[config.mk]
export PLATFORM = sky130hd
export DESIGN_NAME = krltr_regs
export DESIGN_NICKNAME = d
export VERILOG_FILES = /design/src/logic/krltr_pkg.sv /design/src/logic/krltr_field.sv /design/src/logic/krltr_regs.sv
export SDC_FILE = /design/constraint.sdc
export NUM_CORES = 1
export LEC_CHECK = 0
export ABC_AREA = 0
export ABC_CLOCK_PERIOD_IN_PS = 4000
export BUFFER_PORTS_ARGS = -buffer_cell sky130_fd_sc_hd__buf_4
export CAP_MARGIN = 20
export CORE_AREA = 2 2 57 59
export DETAILED_ROUTE_END_ITERATION = 7
export DIE_AREA = 0 0 59 61
export GPL_ROUTABILITY_DRIVEN = 0
export PLACE_DENSITY = 0.82
export SLEW_MARGIN = 30
export SYNTH_ARGS = -nofsm -noshare
export SYNTH_HDL_FRONTEND = slang
export SYNTH_SLANG_ARGS = --single-unit
[constraint.sdc]
create_clock -name clk -period 4 [get_ports clk]
set_clock_uncertainty 0.1 [all_clocks]
set_input_delay 0 -clock clk [delete_from_list [all_inputs] [get_ports clk]]
set_output_delay 0 -clock clk [all_outputs]
set_load 0.02 [all_outputs]
[src/logic/krltr_pkg.sv]
// What this block does
// - control register resets to 0x0002 in management device 0x01: enabled, no restart.
// - enable bit 1 set means the start-up training protocol runs; resets to one.
// - enable bit cleared means the start-up training protocol does not run.
// - writing one to control bit 0 restarts training only if the same write sets enable bit 1 to one; bit self-clears, reads zero.
// - control bits 15 to 2 always read zero.
// - status bit 3 reads one once a training failure was detected.
// - status bit 2 reads one while the protocol runs, zero once complete.
// - status bit 1 reads one while training frame lock is held.
// - status bit 0 reads one when the local receiver is trained and ready.
// - status bits 15 to 4 are reserved and read zero; status resets to 0x0000.
// - remote request bit 13 reads one when the partner requested preset.
// - remote request bit 12 reads one when the partner requested initialize.
// - each tap request is a two-bit code: 01 inc, 10 dec, 00 hold.
// - precursor field and whole remote request register reset to hold, 0x0000.
//
// Purpose: constants of the link training register bank
// Assumes: 16-bit management registers, one clock
// Notes: offsets are the management register addresses
package krltr_pkg;
    localparam logic [4:0] KRLTR_DEV_ADDR = 5'h01;
    localparam logic [15:0] KRLTR_CTRL_OFS = 16'h0096;
    localparam logic [15:0] KRLTR_STAT_OFS = 16'h0097;
    localparam logic [15:0] KRLTR_LPC_OFS = 16'h0098;

    localparam logic [15:0] KRLTR_CTRL_RST = 16'h0002;
    localparam logic [15:0] KRLTR_STAT_RST = 16'h0000;
    localparam logic [15:0] KRLTR_LPC_RST = 16'h0000;

    localparam int KRLTR_CTRL_EN_BIT = 1;
    localparam int KRLTR_CTRL_RESTART_BIT = 0;

    localparam int KRLTR_ST_FAIL_BIT = 3;
    localparam int KRLTR_ST_PROG_BIT = 2;
    localparam int KRLTR_ST_LOCK_BIT = 1;
    localparam int KRLTR_ST_RXRDY_BIT = 0;

    localparam int KRLTR_LP_PRESET_BIT = 13;
    localparam int KRLTR_LP_INIT_BIT = 12;
    localparam int KRLTR_LP_SWG_LSB = 8;
    localparam int KRLTR_LP_PS2_LSB = 6;
    localparam int KRLTR_LP_P1_LSB = 4;
    localparam int KRLTR_LP_K0_LSB = 2;
    localparam int KRLTR_LP_M1_LSB = 0;

    typedef enum logic [1:0] {
        KRLTR_REQ_HOLD = 2'h0,
        KRLTR_REQ_INC = 2'h1,
        KRLTR_REQ_DEC = 2'h2,
        KRLTR_REQ_RSVD = 2'h3
    } krltr_req_t;

    typedef enum logic [1:0] {
        KRLTR_IDLE = 2'h0,
        KRLTR_RUN = 2'h1,
        KRLTR_DONE = 2'h3,
        KRLTR_FAIL = 2'h2
    } krltr_state_t;
endpackage : krltr_pkg

[src/logic/krltr_field.sv]
// Purpose: one remote request field held between received frames
// Assumes: load comes from logic on the same clock
// Notes: holds its value while load is low
`timescale 1ns/1ps
module krltr_field #(
    parameter int W = 2,
    parameter logic [W-1:0] RST_VAL = '0
) (
    input wire logic clk,
    input wire logic srst,
    input wire logic load,
    input wire logic [W-1:0] d,
    output logic [W-1:0] q
);
    logic [W-1:0] val_next;

    always_comb begin
        val_next = load ? d : q;
    end

    always_ff @(posedge clk) begin
        if (srst) begin
            q <= RST_VAL;
        end else begin
            q <= val_next;
        end
    end
endmodule : krltr_field

[src/logic/krltr_regs.sv]
// Purpose: control and status registers of the link training start-up protocol
// Assumes: training engine inputs share clk; management port is a simple strobe port
// Notes: reads answer one cycle after the read strobe
`timescale 1ns/1ps
module krltr_regs import krltr_pkg::*; (
    input wire logic clk,
    input wire logic srst,
    input wire logic [4:0] mgmtDevAddr,
    input wire logic [15:0] mgmtRegAddr,
    input wire logic mgmtWrEn,
    input wire logic mgmtRdEn,
    input wire logic [15:0] mgmtWrData,
    output logic [15:0] mgmtRdData,
    output logic mgmtRdValid,
    output logic startupProtocolOn,
    output logic retrainRequest,
    output logic protocolInProgress,
    input wire logic trainFrameLocked,
    input wire logic localRxTrained,
    input wire logic trainDone,
    input wire logic trainFailEvent,
    input wire logic rxFrameValid,
    input wire logic remotePresetIn,
    input wire logic remoteInitIn,
    input wire logic [1:0] remoteSwingIn,
    input wire logic [1:0] remotePost2In,
    input wire logic [1:0] remotePostcursorIn,
    input wire logic [1:0] remoteMaincursorIn,
    input wire logic [1:0] remotePrecursorIn
);
    // address decode
    logic devHit;
    logic ctrlWr;
    logic ctrlRd;
    logic statRd;
    logic lpcRd;

    assign devHit = (mgmtDevAddr == KRLTR_DEV_ADDR);
    assign ctrlWr = mgmtWrEn && devHit && (mgmtRegAddr == KRLTR_CTRL_OFS);
    assign ctrlRd = mgmtRdEn && devHit && (mgmtRegAddr == KRLTR_CTRL_OFS);
    assign statRd = mgmtRdEn && devHit && (mgmtRegAddr == KRLTR_STAT_OFS);
    assign lpcRd = mgmtRdEn && devHit && (mgmtRegAddr == KRLTR_LPC_OFS);

    // control register
    logic enable_reg;
    logic enable_next;
    logic restartReq;

    always_comb begin
        enable_next = enable_reg;
        if (ctrlWr) begin
            enable_next = mgmtWrData[KRLTR_CTRL_EN_BIT];
        end
    end

    // restart is honoured only if the protocol is (or becomes) enabled
    assign restartReq = ctrlWr && mgmtWrData[KRLTR_CTRL_RESTART_BIT] && enable_next;

    always_ff @(posedge clk) begin
        if (srst) begin
            enable_reg <= KRLTR_CTRL_RST[KRLTR_CTRL_EN_BIT];
        end else begin
            enable_reg <= enable_next;
        end
    end

    // protocol run state
    krltr_state_t state_reg;
    krltr_state_t state_next;
    logic startRun;
    logic failed_reg;
    logic failed_next;
    logic prog_next;
    logic lock_reg;
    logic lock_next;
    logic rxRdy_reg;
    logic rxRdy_next;
    logic retrain_next;

    always_comb begin
        state_next = state_reg;
        startRun = 1'b0;
        case (state_reg)
            KRLTR_IDLE: begin
                if (enable_reg || restartReq) begin
                    state_next = KRLTR_RUN;
                    startRun = 1'b1;
                end
            end
            KRLTR_RUN: begin
                if (!enable_reg) begin
                    state_next = KRLTR_IDLE;
                end else if (trainFailEvent) begin
                    // a failure seen with a restart in the same cycle is kept
                    state_next = KRLTR_FAIL;
                end else if (restartReq) begin
                    startRun = 1'b1;
                end else if (trainDone) begin
                    state_next = KRLTR_DONE;
                end
            end
            KRLTR_DONE, KRLTR_FAIL: begin
                if (!enable_reg) begin
                    state_next = KRLTR_IDLE;
                end else if (restartReq) begin
                    state_next = KRLTR_RUN;
                    startRun = 1'b1;
                end
            end
            default: begin
                state_next = KRLTR_IDLE;
            end
        endcase
    end

    always_comb begin
        failed_next = (state_next == KRLTR_FAIL);
        prog_next = (state_next == KRLTR_RUN);
        lock_next = trainFrameLocked;
        // ready drops on restart; the engine then reports it afresh
        rxRdy_next = localRxTrained && !startRun;
        retrain_next = startRun;
    end

    always_ff @(posedge clk) begin
        if (srst) begin
            state_reg <= KRLTR_IDLE;
            failed_reg <= KRLTR_STAT_RST[KRLTR_ST_FAIL_BIT];
            protocolInProgress <= KRLTR_STAT_RST[KRLTR_ST_PROG_BIT];
            lock_reg <= KRLTR_STAT_RST[KRLTR_ST_LOCK_BIT];
            rxRdy_reg <= KRLTR_STAT_RST[KRLTR_ST_RXRDY_BIT];
            retrainRequest <= 1'b0;
            startupProtocolOn <= KRLTR_CTRL_RST[KRLTR_CTRL_EN_BIT];
        end else begin
            state_reg <= state_next;
            failed_reg <= failed_next;
            protocolInProgress <= prog_next;
            lock_reg <= lock_next;
            rxRdy_reg <= rxRdy_next;
            retrainRequest <= retrain_next;
            startupProtocolOn <= enable_next;
        end
    end

    // remote coefficient requests, loaded only from locked frames
    logic lpLoad;
    logic presetQ;
    logic initQ;
    logic [1:0] swingQ;
    logic [1:0] post2Q;
    logic [1:0] postQ;
    logic [1:0] mainQ;
    logic [1:0] preQ;

    assign lpLoad = rxFrameValid && trainFrameLocked;

    krltr_field #(.W(1), .RST_VAL(KRLTR_LPC_RST[KRLTR_LP_PRESET_BIT])) u_preset (
        .clk(clk), .srst(srst), .load(lpLoad), .d(remotePresetIn), .q(presetQ));
    krltr_field #(.W(1), .RST_VAL(KRLTR_LPC_RST[KRLTR_LP_INIT_BIT])) u_init (
        .clk(clk), .srst(srst), .load(lpLoad), .d(remoteInitIn), .q(initQ));
    krltr_field #(.W(2), .RST_VAL(KRLTR_REQ_HOLD)) u_swing (
        .clk(clk), .srst(srst), .load(lpLoad), .d(remoteSwingIn), .q(swingQ));
    krltr_field #(.W(2), .RST_VAL(KRLTR_REQ_HOLD)) u_post2 (
        .clk(clk), .srst(srst), .load(lpLoad), .d(remotePost2In), .q(post2Q));
    krltr_field #(.W(2), .RST_VAL(KRLTR_REQ_HOLD)) u_post (
        .clk(clk), .srst(srst), .load(lpLoad), .d(remotePostcursorIn), .q(postQ));
    krltr_field #(.W(2), .RST_VAL(KRLTR_REQ_HOLD)) u_main (
        .clk(clk), .srst(srst), .load(lpLoad), .d(remoteMaincursorIn), .q(mainQ));
    krltr_field #(.W(2), .RST_VAL(KRLTR_REQ_HOLD)) u_pre (
        .clk(clk), .srst(srst), .load(lpLoad), .d(remotePrecursorIn), .q(preQ));

    // read words; reserved bits stay zero
    logic [15:0] ctrlWord;
    logic [15:0] statWord;
    logic [15:0] lpcWord;

    always_comb begin
        ctrlWord = 16'h0000;
        ctrlWord[KRLTR_CTRL_EN_BIT] = enable_reg;
        statWord = 16'h0000;
        statWord[KRLTR_ST_FAIL_BIT] = failed_reg;
        statWord[KRLTR_ST_PROG_BIT] = protocolInProgress;
        statWord[KRLTR_ST_LOCK_BIT] = lock_reg;
        statWord[KRLTR_ST_RXRDY_BIT] = rxRdy_reg;
        lpcWord = 16'h0000;
        lpcWord[KRLTR_LP_PRESET_BIT] = presetQ;
        lpcWord[KRLTR_LP_INIT_BIT] = initQ;
        lpcWord[KRLTR_LP_SWG_LSB +: 2] = swingQ;
        lpcWord[KRLTR_LP_PS2_LSB +: 2] = post2Q;
        lpcWord[KRLTR_LP_P1_LSB +: 2] = postQ;
        lpcWord[KRLTR_LP_K0_LSB +: 2] = mainQ;
        lpcWord[KRLTR_LP_M1_LSB +: 2] = preQ;
    end

    logic [15:0] rdData_next;
    logic rdValid_next;

    always_comb begin
        rdValid_next = mgmtRdEn;
        // unmapped addresses and other devices read as zero
        rdData_next = 16'h0000;
        if (ctrlRd) begin
            rdData_next = ctrlWord;
        end else if (statRd) begin
            rdData_next = statWord;
        end else if (lpcRd) begin
            rdData_next = lpcWord;
        end
    end

    always_ff @(posedge clk) begin
        if (srst) begin
            mgmtRdData <= 16'h0000;
            mgmtRdValid <= 1'b0;
        end else begin
            mgmtRdData <= rdData_next;
            mgmtRdValid <= rdValid_next;
        end
    end
endmodule : krltr_regs

Word level (Yosys, flattened, before mapping)
Index checks and enable logic that the tools add are counted.
{ "totals": {"in_bits": 58, "reg_bits": 33, "elab_cells": 62, "out_inout_bits": 20} }
{ "classes": {"n_eq_ne": 9, "n_reduce_logical": 16, "bitwise_logic": 1, "mux": 18} }
{ "ops": {"columns": ["operator", "n"], "rows": [
  ["equality test 16 x 8 -> 1 bit, second input constant", 3],
  ["2-to-1 mux 2 bit", 8],
  ["logical AND 1 bit", 10],
  ["2-to-1 mux 4 bit", 2],
  ["equality test 2 bit, second input constant", 3],
  ["2-to-1 mux 1 bit", 6],
  ["one-hot mux 2 bit (3 select lines)", 1],
  ["equality test 5 x 1 -> 1 bit, second input constant", 1],
  ["equality test 2 x 1 -> 1 bit, second input constant", 2],
  ["OR reduction 2 bit", 2],
  ["OR reduction 4 bit", 1],
  ["one-hot mux 1 bit (3 select lines)", 1],
  ["zero test 2 bit", 1],
  ["zero test 1 bit", 1],
  ["logical OR 1 bit", 1],
  ["NOT 1 bit", 1]
]} }

Longest topological paths before layout
Gate-level depths: netlist of run 1.
{ "depth": {"word_depth": 11, "ltp_mapped": 6, "depth_no_buf": 5} }

By module
Synthesis of run 1 repeated with hierarchy kept, for this count alone.
{ "hier_totals": {"cells_unflattened": 121, "hier_area_um2": 1315.0} }
{ "by_module_without_submodules": {"columns": ["module", "instances", "cells_each", "area_each_um2", "seq_area_each_um2"], "rows": [
  ["krltr_regs", 1, 85, 909.6, 420.4],
  ["krltr_field at u_main ...", 5, 6, 67.6, 40.0],
  ["krltr_field at u_init ...", 2, 3, 33.8, 20.0]
]} }

Least setup slack after synthesis of run 1
Ideal clock, no wire load.
{ "synth_timing": {"path_type": "input -> register", "startpoint": "input port mgmtRegAddr[5]", "endpoint": "register protocolInProgress", "stages": 5, "path_slack_ns": 2.597, "arrival_ns": 1.200, "t_required_ns": 3.797, "setup_ns": 0.103, "path_buffers": 0, "cell_sequence": "or3b_4 > nand3b_1 > nor2_1 > o21ai_0 > a2111oi_2"} }
{ "synth_between": {"elab_chain_len": 9, "word_cells_on_any_way": 14, "cone_classes": "eq/ne (2); mux (8); reduce/logical (4)"} }
{ "synth_rtl": {"columns": ["item", "line", "text"], "rows": [
  ["from (decl)", "krltr_regs.sv:9", "input wire logic [15:0] mgmtRegAddr,"],
  ["equality test 16 x 8 -> 1 bit *", "krltr_regs.sv:39", "assign ctrlWr = mgmtWrEn && devHit && (mgmtRegAddr == KRLTR_CTRL_OFS);"],
  ["logical AND 1 bit *", "krltr_regs.sv:39", null],
  ["2-to-1 mux 1 bit or logical AND 1 bit (tied branches)", "krltr_regs.sv:51, krltr_regs.sv:57", null],
  ["logical AND 1 bit *", "krltr_regs.sv:57", "assign restartReq = ctrlWr && mgmtWrData[KRLTR_CTRL_RESTART_BIT] && enable_next;"],
  ["2-to-1 mux 2 bit", "krltr_regs.sv:96", "end else if (restartReq) begin"],
  ["2-to-1 mux 2 bit", "krltr_regs.sv:93", "end else if (trainFailEvent) begin"],
  ["2-to-1 mux 2 bit", "krltr_regs.sv:91", "if (!enable_reg) begin"],
  ["one-hot mux 2 bit (3 select lines) *", "krltr_regs.sv:83", "case (state_reg)"],
  ["equality test 2 x 1 -> 1 bit *", "krltr_regs.sv:118", "prog_next = (state_next == KRLTR_RUN);"],
  ["to (signal assigned)", "krltr_regs.sv:129", "protocolInProgress <= KRLTR_STAT_RST[KRLTR_ST_PROG_BIT];"],
  ["to (signal assigned)", "krltr_regs.sv:137", "protocolInProgress <= prog_next;"],
  ["to (decl)", "krltr_regs.sv:17", "output logic protocolInProgress,"]
]} }
Mark *: on every way between the ends. The rest lies on a longest branch, timed or not.
A chain may end at the register's enable or synchronous reset.

Worst setup path in the final report of run 1
{ "layout_timing": {"startpoint": "input port mgmtRegAddr[0]", "endpoint": "register startupProtocolOn"} }
{ "layout_between": {"elab_chain_len": 3} }
{ "layout_rtl": {"columns": ["item", "line", "text"], "rows": [
  ["equality test 16 x 8 -> 1 bit", "krltr_regs.sv:39", null],
  ["logical AND 1 bit", "krltr_regs.sv:39", null],
  ["2-to-1 mux 1 bit", "krltr_regs.sv:51", "if (ctrlWr) begin"],
  ["to (signal assigned)", "krltr_regs.sv:133", "startupProtocolOn <= KRLTR_CTRL_RST[KRLTR_CTRL_EN_BIT];"],
  ["to (signal assigned)", "krltr_regs.sv:141", "startupProtocolOn <= enable_next;"],
  ["to (decl)", "krltr_regs.sv:15", "output logic startupProtocolOn,"]
]} }
No other way between the ends.

==> key figures, run 1 <==
Run status
  – Status: finished clean

Yosys
  – Complex-gate fraction of the synthesized area: 10.8%
  – Adder-cell area share of the yosys netlist: 0%
  – Distinct cell type count after synthesis: 26
  – Multiplexer share of the synthesized area: 0.758%
  – Cells taking the most area after synthesis: sky130_fd_sc_hd__dfxtp_1 (50%), sky130_fd_sc_hd__nand2_1 (7.7%), sky130_fd_sc_hd__nor4b_4 (5.4%)
  – Fraction of the yosys area taken by sequential cells: 50.0%
  – Synthesized instance count: 136
  – Ys flop type: sky130_fd_sc_hd__dfxtp_1
  – Portion of synthesized cell area occupied by the leading cell type: 50.0%
  – Async set or reset register ratio after synthesis: 0%
  – Synthesized area per cell: 9.72 um2
  – Simple-gate share of the synthesized area: 34.2%
  – Number of flops mapped to enable cells by yosys: 0
  – Flop and latch count out of synthesis: 33
  – Xor and xnor area share after synthesis: 0%
  – Leading area contributor after synthesis: sky130_fd_sc_hd__dfxtp_1
  – Number of warnings reported in the yosys synthesis log: 0
  – Area of the mapped netlist: 1320 um2
  – Dominant combinational cell family by area after synthesis: simple AND/OR/NAND/NOR gates

STA
  – Final-layout setup total negative slack: 0 ns
  – Final Max Tran Viols: 0
  – Fmax: 536 MHz
  – Setup repair after global routing missed its margin: no
  – Final Critical Period: 1.87 ns
  – Fin. Hold Viols: 0
  – Share of the clock period used by the worst path after layout: 46.7%
  – Setup violation total in the final timing report: 0

Worst setup path
  – Max FO, Critical Path: 6
  – Worst Setup End Kind: flop
  – Data required time at the worst endpoint: 4.12 ns
  – Worst R2R Path Depth: 3
  – Endpoint of the lowest-slack register-to-register path: startupProtocolOn
  – Class of the most critical setup path: input pin to flop
  – Flop2flop setup slack: 2.53 ns
  – Nature of the critical path startpoint: input pin
  – Worst reg2reg path startpoint: startupProtocolOn
  – Data arrival time of the worst path: 1.99 ns

Die
  – Number of rows in the core area: 20
  – Die boundary width: 59 um
  – CORE AREA: 2950 um2
  – Die Y: 61 um
  – I/O pin cnt: 78
  – Initial Util: 44.7%
  – Die area: 3600 um2

CTS
  – TritonCTS Sinks: 33
  – Maximum clock path buffer count: 2
  – Inserted Clock Buffers: 5
  – CTS tree: built
  – Number of resized instances in the post-cts repair step: 0
  – Buffer type at the clock tree root: sky130_fd_sc_hd__clkbuf_4
  – H-tree depth reported by CTS: 2
  – Clock transition at the registers of the reported paths: 0.10 ns
  – Worst-Skew Late Latency: 0.32 ns

Layout
  – Leading cell type in the layout, fill and taps excluded: sky130_fd_sc_hd__buf_4
  – Fraction of final layout cells sized beyond drive strength 1: 31.7%
  – Ant. Diodes: 0
  – Finished Core Util: 73.8%
  – Fill cell instance count of the final layout: 194
  – Layout Area Growth over Synthesis: 65.0%
  – Number of nets in the layout: 287
  – Max reg flops: 12
  – Final Instance Count excl. Fillers: 263
  – Top library cells by usage in the layout, fill and taps aside: sky130_fd_sc_hd__buf_4 (59), sky130_fd_sc_hd__dfxtp_1 (33), sky130_fd_sc_hd__dlygate4sd3_1 (33)
  – Register with the highest flop count: mgmtRdData

Route
  – Average via count per standard cell: 5.10
  – Total detailed-routing wirelength: 3790 um
  – Avg WL per Cell: 14.4 um
  – Iteration-0 DRC Markers: 67
  – DRC: 0
  – Count of nets left with antenna violations after detail routing: 0
  – Number of iterations in the first detailed-routing pass: 4
  – Number of vias in the routed layout: 1341

Place
  – Dpl cells: 222
  – DPL Wire Length: 2250 um
  – Number of buffer cells added on primary ports: 59

Power and ir drop
  – Peak supply drop: 0.000179 V
  – Total power per unit cell area: 329 nW/um2
  – Reported leakage power: 0.000997 uW
  – Total chip power: 718 uW

Hold path
  – Worst min-delay path endpoint: mgmtRdData[1]
  – Hold wc startpoint: mgmtRegAddr[6]
  – Depth of the worst hold-timing path: 4
  – Hold/Removal Path Class: input pin to flop

Global route
  – Vias in the first global route: 1333
  – Wire length of the first global-routing pass: 5940 um
  – Initial antenna violation count: 0
  – Global-route congestion overflow total: 0
  – GRT Util Overall: 22.5%
  – Largest net degree at the start of global routing: 23

Flow run
  – # Max-Cap Violations: 0
[cell usage after synthesis (2+ instances only)]
library cell               instances
sky130_fd_sc_hd__nor2b_1           3
sky130_fd_sc_hd__and2_1           10
sky130_fd_sc_hd__a22o_1            3
sky130_fd_sc_hd__nor2_1            6
sky130_fd_sc_hd__and4b_1           3
sky130_fd_sc_hd__dfxtp_1          33
sky130_fd_sc_hd__a21oi_1          14
sky130_fd_sc_hd__nor4b_4           3
sky130_fd_sc_hd__nand3b_1          2
sky130_fd_sc_hd__buf_4             5
sky130_fd_sc_hd__and3b_1           3
sky130_fd_sc_hd__nand2b_1          3
sky130_fd_sc_hd__nor3_1            4
sky130_fd_sc_hd__nand2_1          27
sky130_fd_sc_hd__clkbuf_1          4
sky130_fd_sc_hd__o21ai_0           3
[layout make-up]
class                   count  area [um2]  share of cell area [%]
repair buffers             92         773                    35.5
clock buffers               7        55.1                    2.53
well taps                  33        41.3                    1.89
flip-flops and latches     33         661                    30.3
multi-input cells          97         619                    28.4
clock inverters             1        30.0                    1.38
[critical path, stage by stage]
cell and delay [ns]:
sky130_fd_sc_hd__dlygate4sd3_1 0.54, sky130_fd_sc_hd__buf_4 0.16, sky130_fd_sc_hd__nand3b_1 0.16, sky130_fd_sc_hd__nor3_1 0.26
sky130_fd_sc_hd__mux2i_1 0.25, sky130_fd_sc_hd__nand2b_1 0.07, sky130_fd_sc_hd__dlygate4sd3_1 0.55
[worst max-delay path by stage]
stage,from,endpoint,slack (ns),cells after the start
CTS,mgmtRegAddr[0],startupProtocolOn,2.25,7
finish,mgmtRegAddr[0],startupProtocolOn,2.13,7
global placement,mgmtRegAddr[9],mgmtRdData[2],2.27,6
detailed placement,mgmtRegAddr[9],mgmtRdData[2],2.24,6
floorplan,mgmtRegAddr[5],protocolInProgress,2.60,5
global route,mgmtRegAddr[0],startupProtocolOn,2.00,7
[metal layers]
layer / vias up / GRT usage [%] / part of all wire, % / wire length, um
li1: 646 / - / - / -
met1: 618 / 24.6 / 39 / 1490
met2: 59 / 40.5 / 52 / 1960
met3: 18 / 4.69 / 5.1 / 195
met4: 0 / 12.7 / 3.9 / 148
met5: - / 0 / 0 / 0
[cell families (layout without fill, tap and decap cells)]
kind of cell,Yosys count,count (layout)
simple gates,69,69
compound gates,23,23
buf+inv,9,100
other cells,1,4
mux,1,1
flops,33,33
[per-stage QoR]
| stage | worst slack (ns) | hold slack (ns) | cell area [um2] |
|---|---|---|---|
| 2_1_floorplan | 2.60 | 0.0282 | 1330 |
| 3_3_place_gp | 2.27 | 0.123 | 1760 |
| 3_5_place_dp | 2.24 | 0.144 | 1760 |
| 4_1_cts | 2.25 | 0.00213 | 2180 |
| 5_1_grt | 2.00 | 0.0177 | 2180 |
| 6_report | 2.13 | 0.0133 | 2180 |
[power by group]
group	switching, uW	total, uW	internal (uW)
clock network	109	258	149
logic	45.3	111	65.3
registers	8.26	349	341
total	162	718	556
[what timing repair did]
item / CTS / global route
hold buffers: 33 / 0
hold endpoints to repair: 20 / 0
setup buffers: 0 / 0
(Power assumes the default switching activity.)
==> run 2, diff against run 1 <==
- ABC_CLOCK_PERIOD_IN_PS: 4000 -> 1600
- CORE_AREA: 2 2 57 59 -> 2 2 62 64
- DIE_AREA: 0 0 59 61 -> 0 0 64 66
- PLACE_DENSITY: 0.82 -> 0.73
- clock period: 4 -> 1.6 ns (I/O delays scaled with it)
==> run 2 against run 1 <==
Effect of this change: final cell count increased by 4.2%; first-iteration DRC count decreased by 1.5%; die area increased by 17%; critical path type unchanged; critical endpoint unchanged.
==> key figures, run 2 (synthesis results as in run 1) <==
CTS
  – Worst-Skew Late Latency: 0.32 ns
  – TritonCTS Sinks: 33
  – Clock transition at the registers of the reported paths: 0.10 ns
  – Count of hold buffers inserted by post-cts repair: 21
  – Number of resized instances in the post-cts repair step: 0
  – CTS tree: built
  – Number of post-CTS setup repair buffers: 0
  – Maximum clock path buffer count: 2
  – Buffer type at the clock tree root: sky130_fd_sc_hd__clkbuf_4
  – Inserted Clock Buffers: 5
  – H-tree depth reported by CTS: 2

Route
  – Average via count per standard cell: 4.53
  – Count of nets left with antenna violations after detail routing: 0
  – Iteration-0 DRC Markers: 66
  – DRC: 0
  – Number of iterations in the first detailed-routing pass: 4
  – Number of vias in the routed layout: 1240
  – Avg WL per Cell: 11.5 um
  – Total detailed-routing wirelength: 3150 um

Global route
  – Largest net degree at the start of global routing: 23
  – Wire length of the first global-routing pass: 5350 um
  – Vias in the first global route: 1206
  – GRT Util Overall: 16.5%
  – Global-route congestion overflow total: 0
  – Initial antenna violation count: 0

STA
  – Final Max Tran Viols: 0
  – Setup repair after global routing missed its margin: no
  – Fmax: 652 MHz
  – Final Critical Period: 1.53 ns
  – Final setup margin: 0.0658 ns
  – Final-layout setup total negative slack: 0 ns
  – Setup violation total in the final timing report: 0
  – Share of the clock period used by the worst path after layout: 95.9%
  – Fin. Hold Viols: 0

Layout
  – Number of nets in the layout: 283
  – Fill cell instance count of the final layout: 305
  – Leading cell type in the layout, fill and taps excluded: sky130_fd_sc_hd__buf_4
  – Ant. Diodes: 0
  – Top library cells by usage in the layout, fill and taps aside: sky130_fd_sc_hd__buf_4 (67), sky130_fd_sc_hd__dfxtp_1 (33), sky130_fd_sc_hd__nand2_1 (27)
  – Finished Core Util: 59.3%
  – Layout Area Growth over Synthesis: 59.3%
  – Fraction of final layout cells sized beyond drive strength 1: 35.8%
  – Register with the highest flop count: mgmtRdData
  – Max reg flops: 12

Worst setup path
  – Data arrival time of the worst path: 1.65 ns
  – Max FO, Critical Path: 3
  – Worst reg2reg path startpoint: startupProtocolOn
  – Data required time at the worst endpoint: 1.72 ns
  – Crit path max-delay cell type: sky130_fd_sc_hd__dlygate4sd3_1
  – Class of the most critical setup path: input pin to flop
  – Worst Setup SP: mgmtRegAddr[13]
  – Worst Setup End Kind: flop
  – Cell breakdown of the critical path: buf_4, nor4_4, nand4_4, nor3_1, mux2i_1, nand2b_1, dlygate4sd3_1
  – Nature of the critical path startpoint: input pin
  – CP peak stage delay: 0.54 ns

Power and ir drop
  – Total chip power: 1550 uW
  – Peak supply drop: 0.000322 V
  – Reported leakage power: 0.000943 uW
  – Total power per unit cell area: 736 nW/um2

Place
  – Number of buffer cells added on primary ports: 59
  – Setup slack at placement: -0.0210 ns
  – DPL Wire Length: 2230 um

Die
  – I/O pin cnt: 78
  – Die area: 4220 um2
  – Initial Util: 37.2%
  – CORE AREA: 3550 um2
  – Number of rows in the core area: 22
  – Die boundary width: 64 um
  – Die Y: 66 um

Run status
  – Status: finished clean

Hold path
  – Hold/Removal Path Class: input pin to flop
  – Hold wc startpoint: mgmtRegAddr[0]

Flow run
  – # Max-Cap Violations: 0
## run 2: critical path, delay by kind of cell
family / cells / cell delay [ns]
buf+inv: 2 / 0.66
simple gates: 4 / 0.78
mux: 1 / 0.21
## run 2: path summary, 6_finish.rpt
path                                     endpoint  slack, ns  depth (start not counted)
worst max register to register  startupProtocolOn       0.15                          4
worst max-delay path            startupProtocolOn       0.07                          7
worst min-delay path                mgmtRdData[0]       0.03                          3
worst min register to register      mgmtRdData[0]       0.35                          1
## run 2: area by class of cell
class / count / area, um2 / area share, %
clock buffer: 6 / 41.3 / 1.96
timing repair buffer: 88 / 713 / 33.9
tap: 48 / 60.1 / 2.85
clock inverter: 2 / 10.0 / 0.476
multi-input combinational: 97 / 619 / 29.4
sequential: 33 / 661 / 31.4
## run 2: routing by layer
metal	track usage (%)	up-vias	share of wire (%)	wire length [um]
li1	-	640	-	-
met1	19.0	555	42	1330
met2	28.0	43	49	1560
met3	5.96	2	7.6	240
met4	6.52	0	0.83	26
met5	0	-	0	0
## run 2: where the power goes
group	total [uW]	internal (uW)	switching [uW]
clock network	426	167	259
logic	252	148	104
registers	870	853	17.3
total	1550	1170	381
## run 2: metrics by stage
step                      hold WS (ns)  std cells  area (um2)
after global placement           0.134        245        1840
after global routing            0.0538        274        2100
after detailed placement         0.135        245        1840
after floorplan                 0.0282        139        1330
after CTS                       0.0195        274        2100
final                           0.0339        274        2100
==> run 3, diff against run 2 <==
--- a/config.mk
+++ b/config.mk
@@ -15,4 +15,5 @@
 export GPL_ROUTABILITY_DRIVEN = 0
 export PLACE_DENSITY = 0.73
+export RECOVER_POWER = 100
 export SLEW_MARGIN = 30
 export SYNTH_ARGS = -nofsm -noshare
==> constraint.sdc (replaced) <==
create_clock -name clk -period 1.6 [get_ports clk]
set_clock_uncertainty 0.1 [all_clocks]
set_input_delay 0.16 -clock clk [delete_from_list [all_inputs] [get_ports clk]]
set_output_delay 0.16 -clock clk [all_outputs]
set_load 0.02 [all_outputs]
==> run 3 against run 2 <==
Effect of this change: sequential power about the same; worst hold slack improved by 0.035 ns; global-route usage decreased by 0.82 points; combinational power decreased by 4%; largest cell class is now flip-flops and latches; clock-buffer cell count decreased by 1; via count decreased by 2.0%; wire length about the same; fmax increased by 5.3%; non-clock buffer count decreased by 4; die area unchanged.
==> key figures, run 3 (synthesis results as in run 1) <==
Run status
  – Status: finished clean

Route
  – Count of nets left with antenna violations after detail routing: 0
  – Average via count per standard cell: 4.50
  – Number of iterations in the first detailed-routing pass: 4
  – Iteration-0 DRC Markers: 60
  – Number of vias in the routed layout: 1215
  – Total detailed-routing wirelength: 3150 um
  – Avg WL per Cell: 11.7 um
  – DRC: 0

CTS
  – Count of hold buffers inserted by post-cts repair: 16
  – TritonCTS Sinks: 33
  – CTS tree: built
  – Clock transition at the registers of the reported paths: 0.10 ns
  – Maximum clock path buffer count: 2
  – H-tree depth reported by CTS: 2
  – Number of post-CTS setup repair buffers: 0
  – Inserted Clock Buffers: 5
  – Number of resized instances in the post-cts repair step: 0
  – Buffer type at the clock tree root: sky130_fd_sc_hd__clkbuf_4
  – Worst-Skew Late Latency: 0.32 ns

STA
  – Share of the clock period used by the worst path after layout: 91.0%
  – Final Max Tran Viols: 0
  – Fmax: 686 MHz
  – Setup repair after global routing missed its margin: no
  – Final Critical Period: 1.46 ns
  – Fin. Hold Viols: 0
  – Setup violation total in the final timing report: 0
  – Relative slew margins: 59.8%
  – Pin slew with the least headroom to its limit: 0.602 ns

Layout
  – Max reg flops: 12
  – Top library cells by usage in the layout, fill and taps aside: sky130_fd_sc_hd__buf_4 (48), sky130_fd_sc_hd__dfxtp_1 (33), sky130_fd_sc_hd__nand2_1 (27)
  – Ant. Diodes: 0
  – Final Instance Count excl. Fillers: 270
  – Fill cell instance count of the final layout: 330
  – Number of nets in the layout: 279
  – Fraction of final layout cells sized beyond drive strength 1: 28.4%
  – Leading cell type in the layout, fill and taps excluded: sky130_fd_sc_hd__buf_4
  – Layout Area Growth over Synthesis: 54.3%
  – Register with the highest flop count: mgmtRdData

Worst setup path
  – Cell breakdown of the critical path: clkbuf_1, nor4_4, nand4_4, nor4b_4, and4b_1, buf_4, and2_0
  – Worst Setup End Kind: flop
  – Crit path max-delay cell type: sky130_fd_sc_hd__nor4_4
  – Data required time at the worst endpoint: 1.77 ns
  – Data arrival time of the worst path: 1.63 ns
  – Nature of the critical path startpoint: input pin
  – Max FO, Critical Path: 11
  – Worst reg2reg path startpoint: state_reg[1]
  – CP peak stage delay: 0.33 ns
  – Worst Setup SP: mgmtRegAddr[13]
  – Class of the most critical setup path: input pin to flop

Place
  – DPL Wire Length: 2230 um
  – Number of buffer cells added on primary ports: 59
  – Dpl cells: 246

Die
  – Initial Util: 37.2%
  – CORE AREA: 3550 um2
  – Die Y: 66 um
  – I/O pin cnt: 78
  – Die boundary width: 64 um
  – Die area: 4220 um2
  – Number of rows in the core area: 22

Power and ir drop
  – Peak supply drop: 0.000387 V
  – Total power per unit cell area: 918 nW/um2
  – Reported leakage power: 0.000868 uW
  – Total chip power: 1870 uW

Global route
  – Wire length of the first global-routing pass: 5090 um
  – Largest net degree at the start of global routing: 23
  – GRT Util Overall: 15.7%
  – Vias in the first global route: 1192
  – Initial antenna violation count: 0
  – Global-route congestion overflow total: 0

Flow run
  – # Max-Cap Violations: 0

Hold path
  – Hold wc startpoint: srst
  – Hold/Removal Path Class: input pin to flop
## run 3: cell count changes in the layout (fill, tap and decap cells not counted), sizes merged
cell and delta:
clkbuf +19, buf -19, bufinv +2, clkinv -1, dlygate4sd3 -5
## run 3: worst paths after layout
path	endpoint	slack, ns	depth (start not counted)
max	mgmtRdData[12]	0.14	7
min	u_swing.q[1]	0.07	2
max reg2reg	state_reg[0]	0.25	6
min reg2reg	u_swing.q[1]	0.35	2
## run 3: cell type report
class / count / area [um2] / area share (%)
Multi-Input combinational cell: 97 / 619 / 30.4
Clock inverter: 3 / 65.1 / 3.19
Sequential cell: 33 / 661 / 32.4
Timing Repair Buffer: 84 / 596 / 29.2
Clock buffer: 5 / 37.5 / 1.84
Tap cell: 48 / 60.1 / 2.95
## run 3: worst max-delay path, delay by kind of cell
| kind | cells | cell delay [ns] |
|---|---|---|
| buffers and inverters | 2 | 0.27 |
| and+or+nand+nor | 5 | 1.20 |
## run 3: per-stage QoR
stage	setup WS (ns)	cell area, um2	setup TNS [ns]	hold WS (ns)	utilization, %
2_1_floorplan	0.0368	1330	0	0.188	-
3_3_place_gp	-0.171	1850	-2.05	0.295	52.1
3_5_place_dp	-0.193	1850	-2.46	0.296	52.1
4_1_cts	0.132	2110	0	0.0625	59.5
5_1_grt	0.0318	2040	0	0.0733	57.4
6_report	0.143	2040	0	0.0689	57.4
## run 3: power breakdown
group	leakage (uW)	total [uW]	switching (uW)	internal, uW
registers	0.000269	871	18.1	853
clock network	0.0000552	759	275	484
logic	0.000544	242	103	138
total	0.000868	1870	396	1470
## run 3: layer usage
layer | part of all wire, % | global-route usage, % | vias to the layer above | wire [um]
met5 | 0 | 0 | - | 0
met4 | 2.3 | 7.61 | 0 | 74
met3 | 6.6 | 4.94 | 7 | 207
met2 | 48 | 27.1 | 40 | 1520
met1 | 43 | 17.5 | 538 | 1350
li1 | - | - | 630 | -
